**src/verilog/asr_pkg.sv**
```systemverilog
/*
 * constants, register map and state record of the
 * asynchronous serial receiver.
 * assumes a single 100 MHz clock and a classic wishbone register bus.
 */
// How it works
// zero at stop position sets framing error
// break character also sets framing error
// framing error rises with receive full
// one stray stop sample noise, more framing
// valid falling edge realigns rt phase
// sixteen rt per bit, stop RT8-RT10
// nine-bit stop sampled after ten bits
// standby bit suppresses receiver interrupts
// address mark wakes and sets receive full
// software re-enters standby on foreign address
// waking idle sets no idle, no full
// select counts ones after start or stop
// immediate wake on idle line allowed
// receive full interrupt gated by enable
// idle after 10 or 11 ones, gated
// overrun keeps old data, drops new
// noise flag on any bit, gated
// framing error interrupt gated by enable
// parity mismatch flag, gated error interrupt
// receiver keeps running in wait mode
// stop mode halts, keeps all registers
// break clear enable lets flags clear
// without it flags cannot clear during break
// stop majority vote, disagreement means noise
// break clears data and ninth bit
// rt clock is sixteen times baud
// error interrupt ors enabled error flags

package asr_pkg;

    // ********************************************************
    // register map
    // ********************************************************
    localparam logic [7:0]  ADR_WORD_MASK  = 8'hfc;
    localparam logic [7:0]  ADR_STATUS_ONE = 8'h00;
    localparam logic [7:0]  ADR_DATA       = 8'h04;
    localparam logic [7:0]  ADR_CTRL_ONE   = 8'h08;
    localparam logic [7:0]  ADR_BAUD       = 8'h0c;
    localparam logic [15:0] CTRL_WMASK     = 16'h3f7f;
    localparam logic [15:0] BAUD_RST       = 16'h0035;

    // ********************************************************
    // timing in rt cycles
    // ********************************************************
    localparam int          RT_PER_BIT = 16;
    localparam logic [4:0]  RT_FIRST   = 5'h01;
    localparam logic [4:0]  RT_S1      = 5'h08;
    localparam logic [4:0]  RT_S2      = 5'h09;
    localparam logic [4:0]  RT_S3      = 5'h0a;
    localparam logic [4:0]  RT_LAST    = 5'(RT_PER_BIT);
    localparam logic [3:0]  BITS8      = 4'h8;
    localparam logic [3:0]  BITS9      = 4'h9;
    localparam logic [7:0]  QUIET8     = 8'(10 * RT_PER_BIT);
    localparam logic [7:0]  QUIET9     = 8'(11 * RT_PER_BIT);

    typedef enum logic [1:0] {
        ASR_IDLE  = 2'b00,
        ASR_START = 2'b01,
        ASR_DATA  = 2'b11,
        ASR_STOP  = 2'b10
    } asr_rx_e;

    // control_register_one, bit 0 is rx_en
    typedef struct packed {
        logic [1:0] rsv_hi;
        logic       parity_irq_enable;
        logic       framing_irq_enable;
        logic       noise_irq_enable;
        logic       overrun_irq_enable;
        logic       line_quiet_irq_enable;
        logic       receive_full_irq_enable;
        logic       rsv7;
        logic       receiver_standby;
        logic       parity_odd;
        logic       parity_en;
        logic       quiet_count_start_select;
        logic       wake_addr;
        logic       nine_bit;
        logic       rx_en;
    } asr_ctrl_s;

    // status_register_one, bit 0 is receive full
    typedef struct packed {
        logic break_seen;
        logic parity_error_flag;
        logic framing_error_flag;
        logic noise_flag;
        logic overrun_flag;
        logic line_quiet_flag;
        logic receive_full_flag;
    } asr_stat_s;

    typedef struct packed {
        asr_rx_e    st;
        logic [4:0] rt;
        logic [3:0] bit_ix;
        logic [2:0] smp;
        logic       prev;
        logic [8:0] shf;
        logic       noisy;
        logic [7:0] quiet;
        logic       quiet_seen;
        asr_ctrl_s  ctl;
        logic [15:0] baud;
        asr_stat_s  stat;
        logic [7:0] data;
        logic       bit8;
        logic       armed;
        logic       ack;
        logic [31:0] rdat;
    } asr_state_s;

    localparam asr_state_s ASR_STATE_RST = '{
        st: ASR_IDLE, prev: 1'b1, quiet_seen: 1'b1,
        baud: BAUD_RST, default: '0};

    typedef struct packed {
        logic ff1;
        logic ff2;
        logic ff3;
        logic q;
    } asr_sync_s;

    typedef struct packed {
        logic [15:0] cnt;
        logic        tick;
    } asr_div_s;

endpackage : asr_pkg

```
**src/verilog/asr_sync3.sv**
```systemverilog
/*
 * three-stage synchroniser for the receive pin.
 * assumes an asynchronous input that idles high.
 */
`timescale 1ns/1ps
`default_nettype none

module asr_sync3
    import asr_pkg::*;
(
    input  wire logic clk_i,
    input  wire logic rst_i,
    input  wire logic d_i,
    output logic      q_o
);

    asr_sync_s s;
    asr_sync_s next_s;

    // output follows only once stages two and three agree
    always_comb begin
        next_s     = s;
        next_s.ff1 = d_i;
        next_s.ff2 = s.ff1;
        next_s.ff3 = s.ff2;
        if (s.ff2 == s.ff3) begin
            next_s.q = s.ff3;
        end
    end

    // reset to the idle level so no false edge appears
    always_ff @(posedge clk_i) begin
        if (rst_i) begin
            s <= '1;
        end else begin
            s <= next_s;
        end
    end

    assign q_o = s.q;

endmodule : asr_sync3

`default_nettype wire

```
**src/verilog/asr_tick_div.sv**
```systemverilog
/*
 * rt sample clock divider: one-cycle enable every div_i+1 cycles.
 * assumes en_i low while the receiver must stand still.
 */
`timescale 1ns/1ps
`default_nettype none

module asr_tick_div
    import asr_pkg::*;
(
    input  wire logic        clk_i,
    input  wire logic        rst_i,
    input  wire logic        en_i,
    input  wire logic [15:0] div_i,
    output logic             tick_o
);

    asr_div_s s;
    asr_div_s next_s;

    // count up to the divisor, then pulse and restart
    always_comb begin
        next_s      = s;
        next_s.tick = 1'b0;
        if (!en_i) begin
            next_s.cnt = '0;
        end else if (s.cnt >= div_i) begin
            next_s.cnt  = '0;
            next_s.tick = 1'b1;
        end else begin
            next_s.cnt = s.cnt + 16'h0001;
        end
    end

    always_ff @(posedge clk_i) begin
        if (rst_i) begin
            s <= '0;
        end else begin
            s <= next_s;
        end
    end

    assign tick_o = s.tick;

endmodule : asr_tick_div

`default_nettype wire

```
**src/verilog/asr_receiver.sv**
```systemverilog
/*
 * asynchronous serial receiver with error flags, standby wakeup,
 * interrupt requests and debug-break flag protection.
 * assumes a classic wishbone master, a raw receive pin and the
 * system unit driving the break levels.
 */
// Local design decisions: the address map and register access over Wishbone.
`timescale 1ns/1ps
`default_nettype none

module asr_receiver
    import asr_pkg::*;
(
    input  wire logic        clk_i,
    input  wire logic        rst_i,
    input  wire logic        wb_cyc_i,
    input  wire logic        wb_stb_i,
    input  wire logic        wb_we_i,
    input  wire logic [7:0]  wb_adr_i,
    input  wire logic [3:0]  wb_sel_i,
    input  wire logic [31:0] wb_dat_i,
    output logic      [31:0] wb_dat_o,
    output logic             wb_ack_o,
    input  wire logic        rxd_i,
    input  wire logic        stop_mode_i,
    input  wire logic        dbg_break_i,
    input  wire logic        break_clear_enable_i,
    output logic             rx_irq_o,
    output logic             err_irq_o
);

    // ********************************************************
    // declarations
    // ********************************************************
    asr_state_s  s;
    asr_state_s  next_s;
    logic        rxd;
    logic        rt_tick;
    logic        req;
    logic        can_clr;
    logic [7:0]  adr;
    logic [15:0] wm;
    logic [3:0]  nbits;
    logic [7:0]  qthr;
    logic [2:0]  vote;
    logic        maj;
    logic        dis;
    logic [8:0]  d9;
    logic        msb;
    logic        par_bad;
    logic        fall;
    logic [4:0]  cur;
    logic [3:0]  bix;
    logic        fe;
    logic        brk;
    logic        wake;

    // ********************************************************
    // pin synchroniser and rt divider
    // ********************************************************
    asr_sync3 u_sync (
        .clk_i (clk_i),
        .rst_i (rst_i),
        .d_i   (rxd_i),
        .q_o   (rxd)
    );

    // stop mode freezes the rt clock; registers stay as they are
    asr_tick_div u_div (
        .clk_i  (clk_i),
        .rst_i  (rst_i),
        .en_i   (s.ctl.rx_en & ~stop_mode_i),
        .div_i  (s.baud),
        .tick_o (rt_tick)
    );

    // byte lanes to a 16-bit write mask
    function automatic logic [15:0] lanes(input logic [3:0] sel);
        lanes = {{8{sel[1]}}, {8{sel[0]}}};
    endfunction : lanes

    // ********************************************************
    // next-state logic
    // ********************************************************
    always_comb begin
        next_s  = s;
        fall    = 1'b0;
        cur     = s.rt;
        bix     = s.bit_ix;
        fe      = 1'b0;
        brk     = 1'b0;
        wake    = 1'b0;
        adr     = wb_adr_i & ADR_WORD_MASK;
        wm      = lanes(wb_sel_i);
        req     = wb_cyc_i & wb_stb_i & ~s.ack;
        next_s.ack = req;
        // a break with protection on must not clear any flag
        can_clr = ~dbg_break_i | break_clear_enable_i;

        // register reads, answered one cycle after the strobe
        if (req && !wb_we_i) begin
            if (adr == ADR_STATUS_ONE) begin
                next_s.rdat = 32'({s.st != ASR_IDLE, s.stat});
            end else if (adr == ADR_DATA) begin
                next_s.rdat = 32'({s.bit8, s.data});
            end else if (adr == ADR_CTRL_ONE) begin
                next_s.rdat = 32'(s.ctl);
            end else if (adr == ADR_BAUD) begin
                next_s.rdat = 32'(s.baud);
            end else begin
                next_s.rdat = '0;
            end
        end

        // two-step clear: status read arms, data read clears
        if (req && !wb_we_i && can_clr) begin
            if (adr == ADR_STATUS_ONE) begin
                next_s.armed = 1'b1;
            end else if (adr == ADR_DATA && s.armed) begin
                next_s.stat  = '0;
                next_s.armed = 1'b0;
            end
        end

        // per-character decode helpers
        nbits = s.ctl.nine_bit ? BITS9 : BITS8;
        qthr  = s.ctl.nine_bit ? QUIET9 : QUIET8;
        vote  = {s.smp[1:0], rxd};
        maj   = (vote[0] & vote[1]) | (vote[0] & vote[2])
              | (vote[1] & vote[2]);
        dis   = (vote != '0) && (vote != '1);
        d9    = s.ctl.nine_bit ? s.shf : {1'b0, s.shf[8:1]};
        msb   = s.ctl.nine_bit ? d9[8] : d9[7];
        // even parity wants zero total, odd wants one
        par_bad = s.ctl.parity_en
                & ((s.ctl.nine_bit ? ^d9 : ^d9[7:0])
                   ^ s.ctl.parity_odd);

        // ****************************************************
        // receiver, one step per rt tick
        // ****************************************************
        if (!s.ctl.rx_en) begin
            next_s.st = ASR_IDLE;
        end else if (rt_tick) begin
            next_s.prev = rxd;
            fall = s.prev & ~rxd;
            if (s.st == ASR_IDLE) begin
                // the tick that sees the edge counts as RT1
                if (fall) begin
                    next_s.st     = ASR_START;
                    next_s.rt     = RT_FIRST;
                    next_s.bit_ix = '0;
                    next_s.noisy  = 1'b0;
                end
            end else begin
                if (s.rt == RT_LAST) begin
                    cur = RT_FIRST;
                    bix = s.bit_ix + 4'h1;
                end else begin
                    cur = s.rt + 5'h01;
                end
                // edges inside the sample window are left alone,
                // the vote already treats them as noise
                if (fall && s.st != ASR_START) begin
                    if (cur > RT_S3) begin
                        cur = RT_FIRST;
                        bix = s.bit_ix + 4'h1;
                    end else if (cur < RT_S1) begin
                        cur = RT_FIRST;
                    end
                end
                next_s.rt     = cur;
                next_s.bit_ix = bix;
                if (cur == RT_S1 || cur == RT_S2) begin
                    next_s.smp = {s.smp[1:0], rxd};
                end else if (cur == RT_S3) begin
                    case (s.st)
                        ASR_START: begin
                            // any one here is noise, bit still a start
                            next_s.noisy = (vote != '0);
                            next_s.st    = ASR_DATA;
                        end
                        ASR_DATA: begin
                            next_s.shf   = {maj, s.shf[8:1]};
                            next_s.noisy = s.noisy | dis;
                            if (bix == nbits) begin
                                next_s.st = ASR_STOP;
                            end
                        end
                        default: begin
                            next_s.st = ASR_IDLE;
                            fe   = ~maj;
                            // all-zero data with no stop is a break
                            brk  = fe & (d9 == '0);
                            wake = s.ctl.receiver_standby
                                 & s.ctl.wake_addr & msb;
                            if (wake) begin
                                next_s.ctl.receiver_standby = 1'b0;
                            end
                            // standby drops characters without flags
                            if (!s.ctl.receiver_standby || wake) begin
                                if (next_s.stat.receive_full_flag) begin
                                    // old character stays put
                                    next_s.stat.overrun_flag = 1'b1;
                                end else begin
                                    // a break leaves data and bit8 zero
                                    next_s.data = d9[7:0];
                                    next_s.bit8 = msb;
                                    next_s.stat.receive_full_flag = 1'b1;
                                    // same edge as receive full
                                    next_s.stat.framing_error_flag =
                                        fe;
                                    next_s.stat.noise_flag =
                                        s.noisy | dis;
                                    next_s.stat.parity_error_flag =
                                        par_bad;
                                    next_s.stat.break_seen = brk;
                                end
                            end
                        end
                    endcase
                end
            end

            // ************************************************
            // idle line detection
            // ************************************************
            // with the stop-bit select set, ones inside a
            // character are not counted
            if (!rxd || (s.ctl.quiet_count_start_select
                         && s.st != ASR_IDLE)) begin
                next_s.quiet = '0;
                if (!rxd) begin
                    next_s.quiet_seen = 1'b0;
                end
            end else if (s.quiet < qthr) begin
                next_s.quiet = s.quiet + 8'h01;
            end else if (s.ctl.receiver_standby
                         && !s.ctl.wake_addr) begin
                // waking idle raises no flag; a line already idle
                // wakes at once
                next_s.ctl.receiver_standby = 1'b0;
                next_s.quiet_seen = 1'b1;
            end else if (!s.quiet_seen) begin
                next_s.stat.line_quiet_flag = 1'b1;
                next_s.quiet_seen = 1'b1;
            end
        end

        // control writes last, so software setting standby wins
        // over a wake in the same cycle
        if (req && wb_we_i) begin
            if (adr == ADR_CTRL_ONE) begin
                wm = wm & CTRL_WMASK;
                next_s.ctl = asr_ctrl_s'((16'(next_s.ctl) & ~wm)
                           | (wb_dat_i[15:0] & wm));
            end else if (adr == ADR_BAUD) begin
                next_s.baud = (s.baud & ~wm) | (wb_dat_i[15:0] & wm);
            end
        end
    end

    // ********************************************************
    // state register
    // ********************************************************
    always_ff @(posedge clk_i) begin
        if (rst_i) begin
            s <= ASR_STATE_RST;
        end else begin
            s <= next_s;
        end
    end

    // ********************************************************
    // outputs
    // ********************************************************
    assign wb_ack_o = s.ack;
    assign wb_dat_o = s.rdat;

    // standby mutes receiver requests; they stay live in wait
    // mode so they can wake the processor
    assign rx_irq_o = ~s.ctl.receiver_standby
        & ((s.stat.receive_full_flag
            & s.ctl.receive_full_irq_enable)
         | (s.stat.line_quiet_flag
            & s.ctl.line_quiet_irq_enable));

    // each error flag through its own enable
    assign err_irq_o =
          (s.stat.overrun_flag & s.ctl.overrun_irq_enable)
        | (s.stat.noise_flag & s.ctl.noise_irq_enable)
        | (s.stat.framing_error_flag
           & s.ctl.framing_irq_enable)
        | (s.stat.parity_error_flag
           & s.ctl.parity_irq_enable);

endmodule : asr_receiver

`default_nettype wire

```
**config.mk**
```make
export PLATFORM = sky130hd
export DESIGN_NAME = asr_receiver
export DESIGN_NICKNAME = d
export VERILOG_FILES = /design/src/verilog/asr_pkg.sv /design/src/verilog/asr_sync3.sv /design/src/verilog/asr_tick_div.sv /design/src/verilog/asr_receiver.sv
export SDC_FILE = /design/constraint.sdc
export NUM_CORES = 1
export LEC_CHECK = 0
export ABC_AREA = 1
export BUFFER_PORTS_ARGS = -buffer_cell sky130_fd_sc_hd__buf_2
export CAP_MARGIN = 20
export CORE_ASPECT_RATIO = 1.25
export CORE_UTILIZATION = 45
export CTS_CLUSTER_DIAMETER = 100
export DETAILED_ROUTE_END_ITERATION = 6
export PLACE_DENSITY = 0.63
export SLEW_MARGIN = 10
export SYNTH_ARGS = -nofsm -noshare
export SYNTH_HDL_FRONTEND = slang
export SYNTH_SLANG_ARGS = --single-unit
```
**constraint.sdc**
```tcl
create_clock -name clk_i -period 4.1 [get_ports clk_i]
set_input_delay 0.82 -clock clk_i [delete_from_list [all_inputs] [get_ports clk_i]]
set_output_delay 0.82 -clock clk_i [all_outputs]
set_load 0.05 [all_outputs]
```
-- After elaboration in Yosys (flattened, before gate mapping)
Index checks and enable logic that the tools add are counted.
- flip-flop bits (word level): 136
- input bits: 53
- latch bits: 0
- logic and storage cells: 238
- output and inout bits: 35
- memories: 0
- RAM bits: 0
- memory bits (read-only): 0
- magnitude comparators: 4
- multipliers: 0
- mux-type cells: 79
- bitwise gates (word level): 48
- reductions and logical operators: 42
- shifts and indexed selects: 0
- add/sub/neg operators: 4
- equal/unequal tests: 18
- div/mod/pow operators: 0
- operators with widths (kind ; number):
    $mux 16 ; 8
    $mux 5 ; 16
    $mux 10 ; 5
    $and 16x16->16 ; 3
    $or 16x16->16 ; 2
    $mux 4 ; 7
    $mux 7 ; 4
    $mux 1 ; 27
    $mux 9 ; 3
    $mux 23 ; 1
    $mux 11 ; 2
    $and 1x1->1 ; 18
    $add 16x1->16 const B ; 1
    $and 16x14->16 ; 1
    $ge 16x16->1 ; 1
    $not 14->16 ; 1
    $not 16->16 ; 1
    $eq 5x4->1 const B ; 3
    $not 1->1 ; 13
    $eq 6x2->1 const B ; 2
    $reduce_and 6->1 ; 2
    $logic_not 9->1 ; 1
    $reduce_and 3->1 ; 3
    $reduce_xor 9->1 ; 1
    other kinds (35) ; 69

-- Longest topological paths before layout
Gate-level depths: netlist of the first run.
- depth in word-level cells: 25
- depth in mapped cells: 16
- depth with buffers taken out: 15

-- Modules after synthesis
Synthesis of the first run repeated with hierarchy kept, for this count alone.
- cell total of the unflattened synthesis: 871
- area total of the unflattened synthesis: 6334.8 um^2
- modules (own cells, without submodules) (module ; area an instance (um^2) ; cells each ; instances ; seq. area each (um^2)):
    asr_receiver ; 4932.2 ; 681 ; 1 ; 1921.8
    asr_tick_div ; 1273.7 ; 175 ; 1 ; 340.3
    asr_sync3 ; 128.9 ; 15 ; 1 ; 80.1

-- Least setup slack after synthesis of the first run
OpenSTA, ideal clock, no wires.
- kind: input -> register
- from: input port wb_adr_i[5]
- to: register with a tool-made name
- slack: 1.857 ns
- data required time: 3.972 ns
- path buffers: 1
- stages: 9
- arrival: 2.116 ns
- path through: nor2_1 inv_1 nor3_2 inv_1 nor3_1 nand2_1 clkbuf_1 o21ai_0 a21oi_1
- RTL lines (item ; line ; text):
    start: declaration ; asr_receiver.sv:19 ; input wire logic [7:0] wb_adr_i,

-- Worst setup path in the final report of the first run
- from: register s[109] in the netlist's numbering
- to: register s[99] in the netlist's numbering
- cells in the longest elaborated chain, start to end: 16
- elaborated cells on any way between the ends: 20
- ends and longest elaborated chain (item ; line ; text):
    start: declaration ; asr_receiver.sv:35 ; asr_state_s s;
    start signal: assignment ; asr_receiver.sv:270 ; s <= next_s;
    $add 5x1->5 or $eq 5x5->1 (tied branches) ; asr_receiver.sv:160, asr_receiver.sv:156 ;
    $mux 5 (*) ; asr_receiver.sv:156 ; if (s.rt == RT_LAST) begin
    $mux 5 (*) ; asr_receiver.sv:147 ; if (s.st == ASR_IDLE) begin
    $mux 5 (*) ; asr_receiver.sv:144 ; end else if (rt_tick) begin
    $mux 5 (*) ; asr_receiver.sv:142 ; if (!s.ctl.rx_en) begin
    $lt 5x4->1 ; asr_receiver.sv:168 ; end else if (cur < RT_S1) begin
    $mux 5 ; asr_receiver.sv:168 ;
    $mux 5 ; asr_receiver.sv:165 ; if (cur > RT_S3) begin
    $mux 5 (*) ; asr_receiver.sv:164 ; if (fall && s.st != ASR_START) begin
    $mux 5 (*) ; asr_receiver.sv:147 ;
    $mux 5 (*) ; asr_receiver.sv:144 ;
    $mux 5 (*) ; asr_receiver.sv:142 ;
    $eq 5x4->1 ; asr_receiver.sv:174 ; if (cur == RT_S1 || cur == RT_S2) begin
    $logic_or 1x1->1 ; asr_receiver.sv:174 ;
    $not 1->1 (no source line) ; -- ;
    $reduce_and 6->1 (no source line) (*) ; -- ;
Every way passes the cells marked *; elsewhere a longest branch is shown, timed or not. The select of a mux whose other input is x is not followed.
A chain may end at the register's enable or synchronous reset.

==> run summary, run 1 <==
kind of critical path - reg2reg
CTS resizes - 0
Min-Delay Path Class - reg2reg
reg-to-reg slack, setup - 1530 ps
FP Rows - 46
FMAX - 0.3893 GHz
commonest cells in the netlist - dfxtp_1, nand2_1, a21oi_1
CTS tree - done
cell taking the most area after synthesis - dfxtp_1
area grow syn2layout - 12.64%
total negative slack for setup checks - 0 ps
worst rel slew slack - 40.80%
Clock Path Buffers - 2
clk sink count - 117
non-filler cells in the finished layout - 1003
clk root buf - clkbuf_16
worst hold endpoint - u_sync.next_s[1]
max_cap viols - 0
clock skew - 11.56 ps
initial antenna violation count - 0
die area - 13700 sq um
CP Max Fanout - 18
Die Ht - 130.6 um
register bit total from synthesis - 117
DR vias - 5149
top-count cell post-synth - dfxtp_1
synth warn - 0
vias in the first global route - 4994
Initial Util - 46.62%
Num CTS Buffers - 17
share of the synthesized area in the top cell type - 39.32%
EDFF count, synth - 0
DP Area - 6158 sq um
dominant cells by area after synthesis - dfxtp_1, a21oi_1, nand2_1
Mapped Area - 5957 sq um
# hold bufs at CTS - 0
IO Port Bufs - 51
CP Data Required Time - 4460 ps
Yosys cell types - 49
fin. max-slew vios - 0
Synth Flop Type - dfxtp_1
Final Hold Vio Count - 0
routability cong. - 0.8122
worst slew pin tran - 884.7 ps
Final Util - 52.52%
# H-tree levels - 4
WHS - 414.8 ps
Seq/Total Area, Yosys - 39.32%
Worst-path clk slew - 60 ps
GRT Overall Usage - 21.25%
HPWL after detailed placement - 10390 um
asr flop ratio synth - 0%
vias per cell - 5.134
global-route wire length before repair - 22710 um
crit path DAT - 2930 ps
Synth Instances - 788
GR Overflow Total - 0
1st-pass router iterations - 5
crit share post-route - 62.65%
RSZ-0062 raised after global routing - no
Reg-to-Reg Start - s[109]
initial DRC count - 284
core box area - 12780 sq um
Routed Antenna Nets - 0
final instance area - 6710 sq um
syn_area_per_cell - 7.560 sq um
CP Launch Type - flop
worst vdd ir - 248.4 uV
DRT Wirelength - 13730 um
width of the die - 104.9 um
FF-to-FF End - s[99]
Post-Place Cells - 971
PwrDens - 396.7 nW/um^2
Lkg Pwr - 0.002658 uW
WHS Path Cells - 1
Post-CTS Repair Setup Buffers - 0
I/O Pins - 88
share of cells above drive strength 1 - 14.13%
clk_lat worst skew - 420 ps
Nets - 900
min-delay src - u_sync.next_s[2]
Antenna Cells - 0
Post-route DRC - 0
outcome - completed
crit end category - flop
routed len/inst - 13.69 um
Final setup viols - 0
min cycle time layout - 2569 ps
R2R depth - 11
largest net degree at the start of global routing - 29
==> worst max-delay path by stage <==
stage	cells after the start	slack (ps)	to	start
6_report	11	1530	s[99]	s[109]
3_5_place_dp	7	1160	flop	wb_adr_i[5]
5_1_grt	11	1250	s[93]	s[109]
3_3_place_gp	7	1220	flop	wb_adr_i[5]
2_1_floorplan	9	1860	flop	wb_adr_i[5]
4_1_cts	11	1510	s[99]	s[109]
==> stage by stage <==
stage / setup WS, ps / total power (uW)
floorplan: 1857 / 1271
CTS: 1506 / 2682
detailed placement: 1158 / 1289
finish: 1531 / 2662
global placement: 1218 / 1289
global route: 1251 / 2759
==> layer usage <==
layer	share of wire [%]	GRT usage, %	wire length (um)	vias up
met2	51	38.68	7006	87
met5	0	0	0	-
met1	43	23.21	5849	2375
li1	-	-	-	2664
met3	3.3	5.506	458	23
met4	3.1	10.11	419	0
==> worst max-delay path, stage by stage, from the launching register on <==
cell and delay, ps:
dfxtp_1 400, inv_1 110, ha_1 200, nand2_1 60, inv_1 40, nand2_2 190, nand3_2 180, a21oi_2 270
nand2_4 100, nor4_4 620, o21ai_0 180, a21oi_1 150
==> kinds of logic after synthesis <==
group	synth area share (%)
AOI/OAI and AO/OA	20.54
adders and majority gates	5.251
DFF	39.32
xor gates and xnor gates	2.794
buffers and inverters	12.24
other	0.06295
and+or+nand+nor	19.79
==> cells in the final DEF (no fill, tap or decap), types with 2 or more instances in the layout <==
cell        synthesis  layout
a211oi_2            9       9
ha_1               25      25
a21oi_1           105     105
xor2_1             12      12
conb_1              1      16
nand3b_1            2       2
nor2_2              5       5
o21ai_0            65      65
a211oi_1            2       2
nand3_1            37      37
dfxtp_1           117     117
nor2_1             57      57
buf_2               1      51
a221oi_1            2       2
inv_1              93      93
nor3_1             11      11
or2_2               4       4
nand2_2             3       3
nand2_1           116     116
bufinv_16           0       2
clkbuf_1           18       5
clkinvlp_4          0       3
nand3_2             2       2
nand2_4             2       2
o22ai_1            12      12
clkbuf_16           0      17
nand4_1            12      12
o21a_1              3       3
a31oi_1             3       3
o211ai_1            4       4
xnor2_1             7       7
buf_4              34       6
clkinv_2            0       5
inv_2               3       3
==> cell type report <==
type	count	area, sq um
clock buffers	22	444.2
multi-input cells	532	2942
flip-flops and latches	117	2342
fillers	1265	6067
inverters	97	364.1
well taps	168	210.2
clock inverters	10	107.6
repair buffers	57	300.3
==> power by group <==
| group | switching, uW | internal [uW] | leakage, uW |
|---|---|---|---|
| logic | 92.3 | 25.5 | 0.00145 |
| registers | 3.44 | 1140 | 0.000944 |
| clock network | 511 | 885 | 0.000264 |
No activity file was read; power rests on OpenSTA's default activity.
==> run 2: changes to the inputs <==
==> constraint.sdc (replaced) <==
create_clock -name clk_i -period 2.62 [get_ports clk_i]
set_input_delay 0.524 -clock clk_i [delete_from_list [all_inputs] [get_ports clk_i]]
set_output_delay 0.524 -clock clk_i [all_outputs]
set_load 0.05 [all_outputs]
==> run 2 against run 1 <==
Fmax rose by 9.6%; cell count grew 0.70%; worst setup slack got worse by 1300 ps; sequential share of layout area is 0.84 points lower; sequential power increased by 57%; clock skew up 0.66 ps; via count increased by 2.8%; register-to-register slack got worse by 1300 ps; critical endpoint is now s[37]; combinational power is 61% higher.
==> run summary, run 2 (synthesis gave the netlist of run 1 again) <==
min cycle time layout - 2343 ps
initial DRC count - 268
fin. max-slew vios - 0
Post-Place Cells - 978
die area - 13700 sq um
CP Data Required Time - 2950 ps
width of the die - 104.9 um
worst rel slew slack - 57.15%
Cell Int Power - 3551 uW
kind of critical path - reg2reg
vias in the first global route - 5143
CP Max Fanout - 18
clk_lat worst skew - 420 ps
DR vias - 5292
Worst-path clk slew - 50 ps
Switch Pwr - 945.8 uW
crit share post-route - 89.42%
total negative slack for setup checks - 0 ps
crit path DAT - 2670 ps
Lkg Pwr - 0.002746 uW
non-filler cells in the finished layout - 1010
DRT Wirelength - 14340 um
sequential power share - 39.9%
sw frac - 21.03%
Clock Path Buffers - 2
routability cong. - 0.8598
Num CTS Buffers - 17
worst slew pin tran - 642.8 ps
CP Launch Type - flop
PwrDens - 654.0 nW/um^2
share of cells above drive strength 1 - 15.08%
RSZ-0062 raised after global routing - no
GR Overflow Total - 0
# hold bufs at CTS - 0
1st-pass router iterations - 5
clk sink count - 117
FMAX - 0.4268 GHz
Final Hold Vio Count - 0
CTS resizes - 0
max_cap viols - 0
Min-Delay Path Class - in2reg
fin worst setup slack - 277.2 ps
GRT Overall Usage - 22.01%
Post-CTS Repair Setup Buffers - 0
Initial Util - 46.62%
initial antenna violation count - 0
Die Ht - 130.6 um
IO Port Bufs - 51
total power - 4497 uW
routed len/inst - 14.19 um
worst vdd ir - 385.5 uV
FP Rows - 46
largest net degree at the start of global routing - 38
Clock Power Share - 55.8%
most frequent cells in the layout - dfxtp_1, nand2_1, a21oi_1
# H-tree levels - 4
Antenna Cells - 0
core box area - 12780 sq um
area grow syn2layout - 15.42%
Routed Antenna Nets - 0
crit end category - flop
Final setup viols - 0
most common cell after layout, fill and taps aside - dfxtp_1
HPWL after detailed placement - 10790 um
Post-route DRC - 0
Place WS - 196.3 ps
global-route wire length before repair - 23520 um
I/O Pins - 88
crit path cell chain - inv_1 > ha_1 > nand2_1 > inv_1 > nand2_2 > nand3_2 > a21oi_2 > nand4_2 > nor2_4 > buf_12 > nor2_1 > a211oi_2
clock skew - 12.23 ps
outcome - completed
CTS tree - done
Nets - 907
vias per cell - 5.240
clk root buf - clkbuf_16
slowest CP cell - dfxtp_1
cell mode on critical path - inv_1
Comb pwr share - 4.2%
CP max stage delay - 400 ps
[run 2: final cells by class]
| cell class | count | area (sq um) |
|---|---|---|
| Timing Repair Buffer | 64 | 365.4 |
| Fill cell | 1223 | 5902 |
| Sequential cell | 117 | 2342 |
| Tap cell | 168 | 210.2 |
| Inverter | 97 | 364.1 |
| Clock buffer | 25 | 505.5 |
| Clock inverter | 7 | 141.4 |
| Multi-Input combinational cell | 532 | 2947 |
[run 2: power by group through the flow]
stage	Sequential [uW]	Clock, uW	Combinational [uW]
3_5_place_dp	1830	0	188
6_report	1800	2510	190
2_1_floorplan	1830	0	156
5_1_grt	1800	2640	205
3_3_place_gp	1830	0	186
4_1_cts	1800	2550	188
[run 2: through the flow]
step                hold WS [ps]  util (%)  instance area [sq um]
finish                     299.8     53.81                   6875
global route               295.2     53.81                   6875
CTS                        283.3     53.77                   6870
detailed placement         405.5     48.71                   6223
global placement           400.9     48.71                   6223
floorplan                  389.5         -                   6013
[run 2: metal layers]
metal  part of all wire [%]  track usage [%]
met5                      0                0
met4                    4.0            14.17
met3                    3.3            4.812
met2                     51            39.81
met1                     42            23.44
[run 2: critical path, delay by kind of cell (launching register included)]
family	cells	cell delay, ps
and+or+nand+nor	6	930
DFF	1	400
AOI/OAI and AO/OA	2	390
buffers and inverters	3	340
adders and majority gates	1	210
[run 2: worst paths after layout]
path / end / start / cells past startpoint / slack, ps
setup / recovery: s[37] / s[109] / 12 / 280
hold / removal: u_sync.next_s[2] / rxd_i / 2 / 300
setup reg to reg: s[37] / s[109] / 12 / 280
hold reg to reg: u_sync.next_s[1] / u_sync.next_s[2] / 1 / 420
==> run 3: changes to the inputs <==
--- a/config.mk
+++ b/config.mk
@@ -10,6 +10,7 @@
 export CAP_MARGIN = 20
 export CORE_ASPECT_RATIO = 1.25
 export CORE_UTILIZATION = 45
+export CTS_BUF_LIST = sky130_fd_sc_hd__clkbuf_16
 export CTS_CLUSTER_DIAMETER = 100
 export DETAILED_ROUTE_END_ITERATION = 6
 export PLACE_DENSITY = 0.63
==> constraint.sdc (replaced) <==
create_clock -name clk_i -period 2.3 [get_ports clk_i]
set_input_delay 0.46 -clock clk_i [delete_from_list [all_inputs] [get_ports clk_i]]
set_output_delay 0.46 -clock clk_i [all_outputs]
set_load 0.05 [all_outputs]
==> run 3 against run 2 <==
Sequential cell count unchanged; cell count is 0.89% higher; fmax rose by 8.6%; register-to-register slack worse by 140 ps; die area stayed put; combinational power is 16% higher; worst setup slack got worse by 140 ps; via count rose by 0.28%; critical endpoint is now s[48].
==> run summary, run 3 (synthesis gave the netlist of run 1 again) <==
clk root buf - clkbuf_16
DRT Wirelength - 14310 um
reg-to-reg slack, setup - 140 ps
Post-Place Cells - 985
Post-route DRC - 0
Final setup viols - 0
HPWL after detailed placement - 10780 um
worst hold endpoint - u_sync.next_s[2]
min-delay src - rxd_i
GRT Overall Usage - 21.53%
WHS Path Cells - 2
grt met1 use - 23.02%
fill cell count - 1256
fin. max-slew vios - 0
GR Overflow Total - 0
clk_lat worst skew - 410 ps
cell mode on critical path - nor2_1
Worst-path clk slew - 50 ps
die area - 13700 sq um
met3 usage - 4.812%
met2 GRT Util - 41.60%
worst vdd ir - 479.5 uV
min cycle time layout - 2158 ps
crit path DAT - 2490 ps
CTS tree - done
# H-tree levels - 4
Lkg Pwr - 0.002775 uW
1st-pass router iterations - 5
CP delay by family, top - compound AO/OA/AOI/OAI gates
FF-to-FF End - s[48]
Nets - 916
Antenna Cells - 0
PwrDens - 704.5 nW/um^2
Min-Delay Path Class - in2reg
max_cap viols - 0
crit share post-route - 93.84%
Routed Antenna Nets - 0
FP Rows - 46
routed len/inst - 14.04 um
CP Data Required Time - 2630 ps
crit path cell chain - buf_4 > o21ai_0 > ha_1 > xnor2_1 > xor2_1 > nor2_1 > nor2_1 > nand2_1 > a211oi_1
initial DRC count - 290
IO Port Bufs - 51
width of the die - 104.9 um
CP Max Fanout - 17
crit end category - flop
worst rel slew slack - 64.61%
worst slew pin tran - 530.2 ps
routability cong. - 0.8547
vias per cell - 5.208
kind of critical path - reg2reg
non-filler cells in the finished layout - 1019
Final Hold Vio Count - 0
CP max stage delay - 350 ps
Clock Path Buffers - 2
FMAX - 0.4633 GHz
area grow syn2layout - 16.70%
vias in the first global route - 5080
most frequent cells in the layout - nand2_1, dfxtp_1, a21oi_1
clock skew - 6.959 ps
CP Launch Type - flop
DR vias - 5307
R2R depth - 9
slowest CP cell - o21ai_0
Die Ht - 130.6 um
outcome - completed
share of cells above drive strength 1 - 16.57%
grt peak-use layer - met2
clk sink count - 117
Num CTS Buffers - 17
largest net degree at the start of global routing - 36
initial antenna violation count - 0
Initial Util - 46.62%
core box area - 12780 sq um
CP bufs+invs - 1
I/O Pins - 88
global-route wire length before repair - 23180 um
total negative slack for setup checks - 0 ps
RSZ-0062 raised after global routing - no
## run 3: what timing repair did
item | 4_1_cts | 5_1_grt
buffers inserted | 0 | 1
setup endpoints to repair | 0 | 17
hold buffers | 0 | 0
gates resized for setup | 0 | 10
## run 3: per-layer routing
metal / share of wire (%) / vias to the layer above
li1: - / 2693
met1: 41 / 2475
met2: 53 / 114
met3: 3.8 / 25
met4: 1.9 / 0
met5: 0 / -
## run 3: worst max path at each step
| stage | start | to | slack (ps) | depth (start not counted) |
|---|---|---|---|---|
| after global routing | s[109] | s[40] | 7 | 14 |
| after global placement | s[109] | s[46] | 90 | 12 |
| final | flop | s[48] | 140 | 9 |
| after CTS | s[109] | s[35] | 20 | 12 |
| after detailed placement | s[109] | s[38] | 40 | 12 |
| after floorplan | flop | s[48] | 290 | 10 |
## run 3: final cells by class
cell class | count | area, sq um | area share (%)
inverters | 97 | 364.1 | 5.238
flip-flops and latches | 117 | 2344 | 33.71
clock buffers | 17 | 425.4 | 6.120
repair buffers | 73 | 462.9 | 6.659
multi-input cells | 532 | 2982 | 42.89
well taps | 168 | 210.2 | 3.024
clock inverters | 15 | 163.9 | 2.358
## run 3: power breakdown
part | leakage, uW | total [uW] | switching [uW] | internal, uW
Sequential | 0.000944 | 2040 | 5.51 | 2040
Clock | 0.000286 | 2630 | 948 | 1680
Combinational | 0.00154 | 220 | 169 | 50.7
## run 3: metrics by stage
stage / setup WS (ps) / power, uW / util, % / hold WS, ps / area (sq um)
4_1_cts: 20.08 / 4932 / 53.83 / 219.6 / 6878
3_5_place_dp: 35.63 / 2306 / 49.22 / 401.4 / 6289
3_3_place_gp: 92.83 / 2304 / 49.22 / 405.4 / 6289
2_1_floorplan: 286.5 / 2266 / - / 389.5 / 6013
5_1_grt: 6.611 / 5048 / 54.41 / 227.9 / 6952
6_report: 141.8 / 4897 / 54.41 / 231.6 / 6952
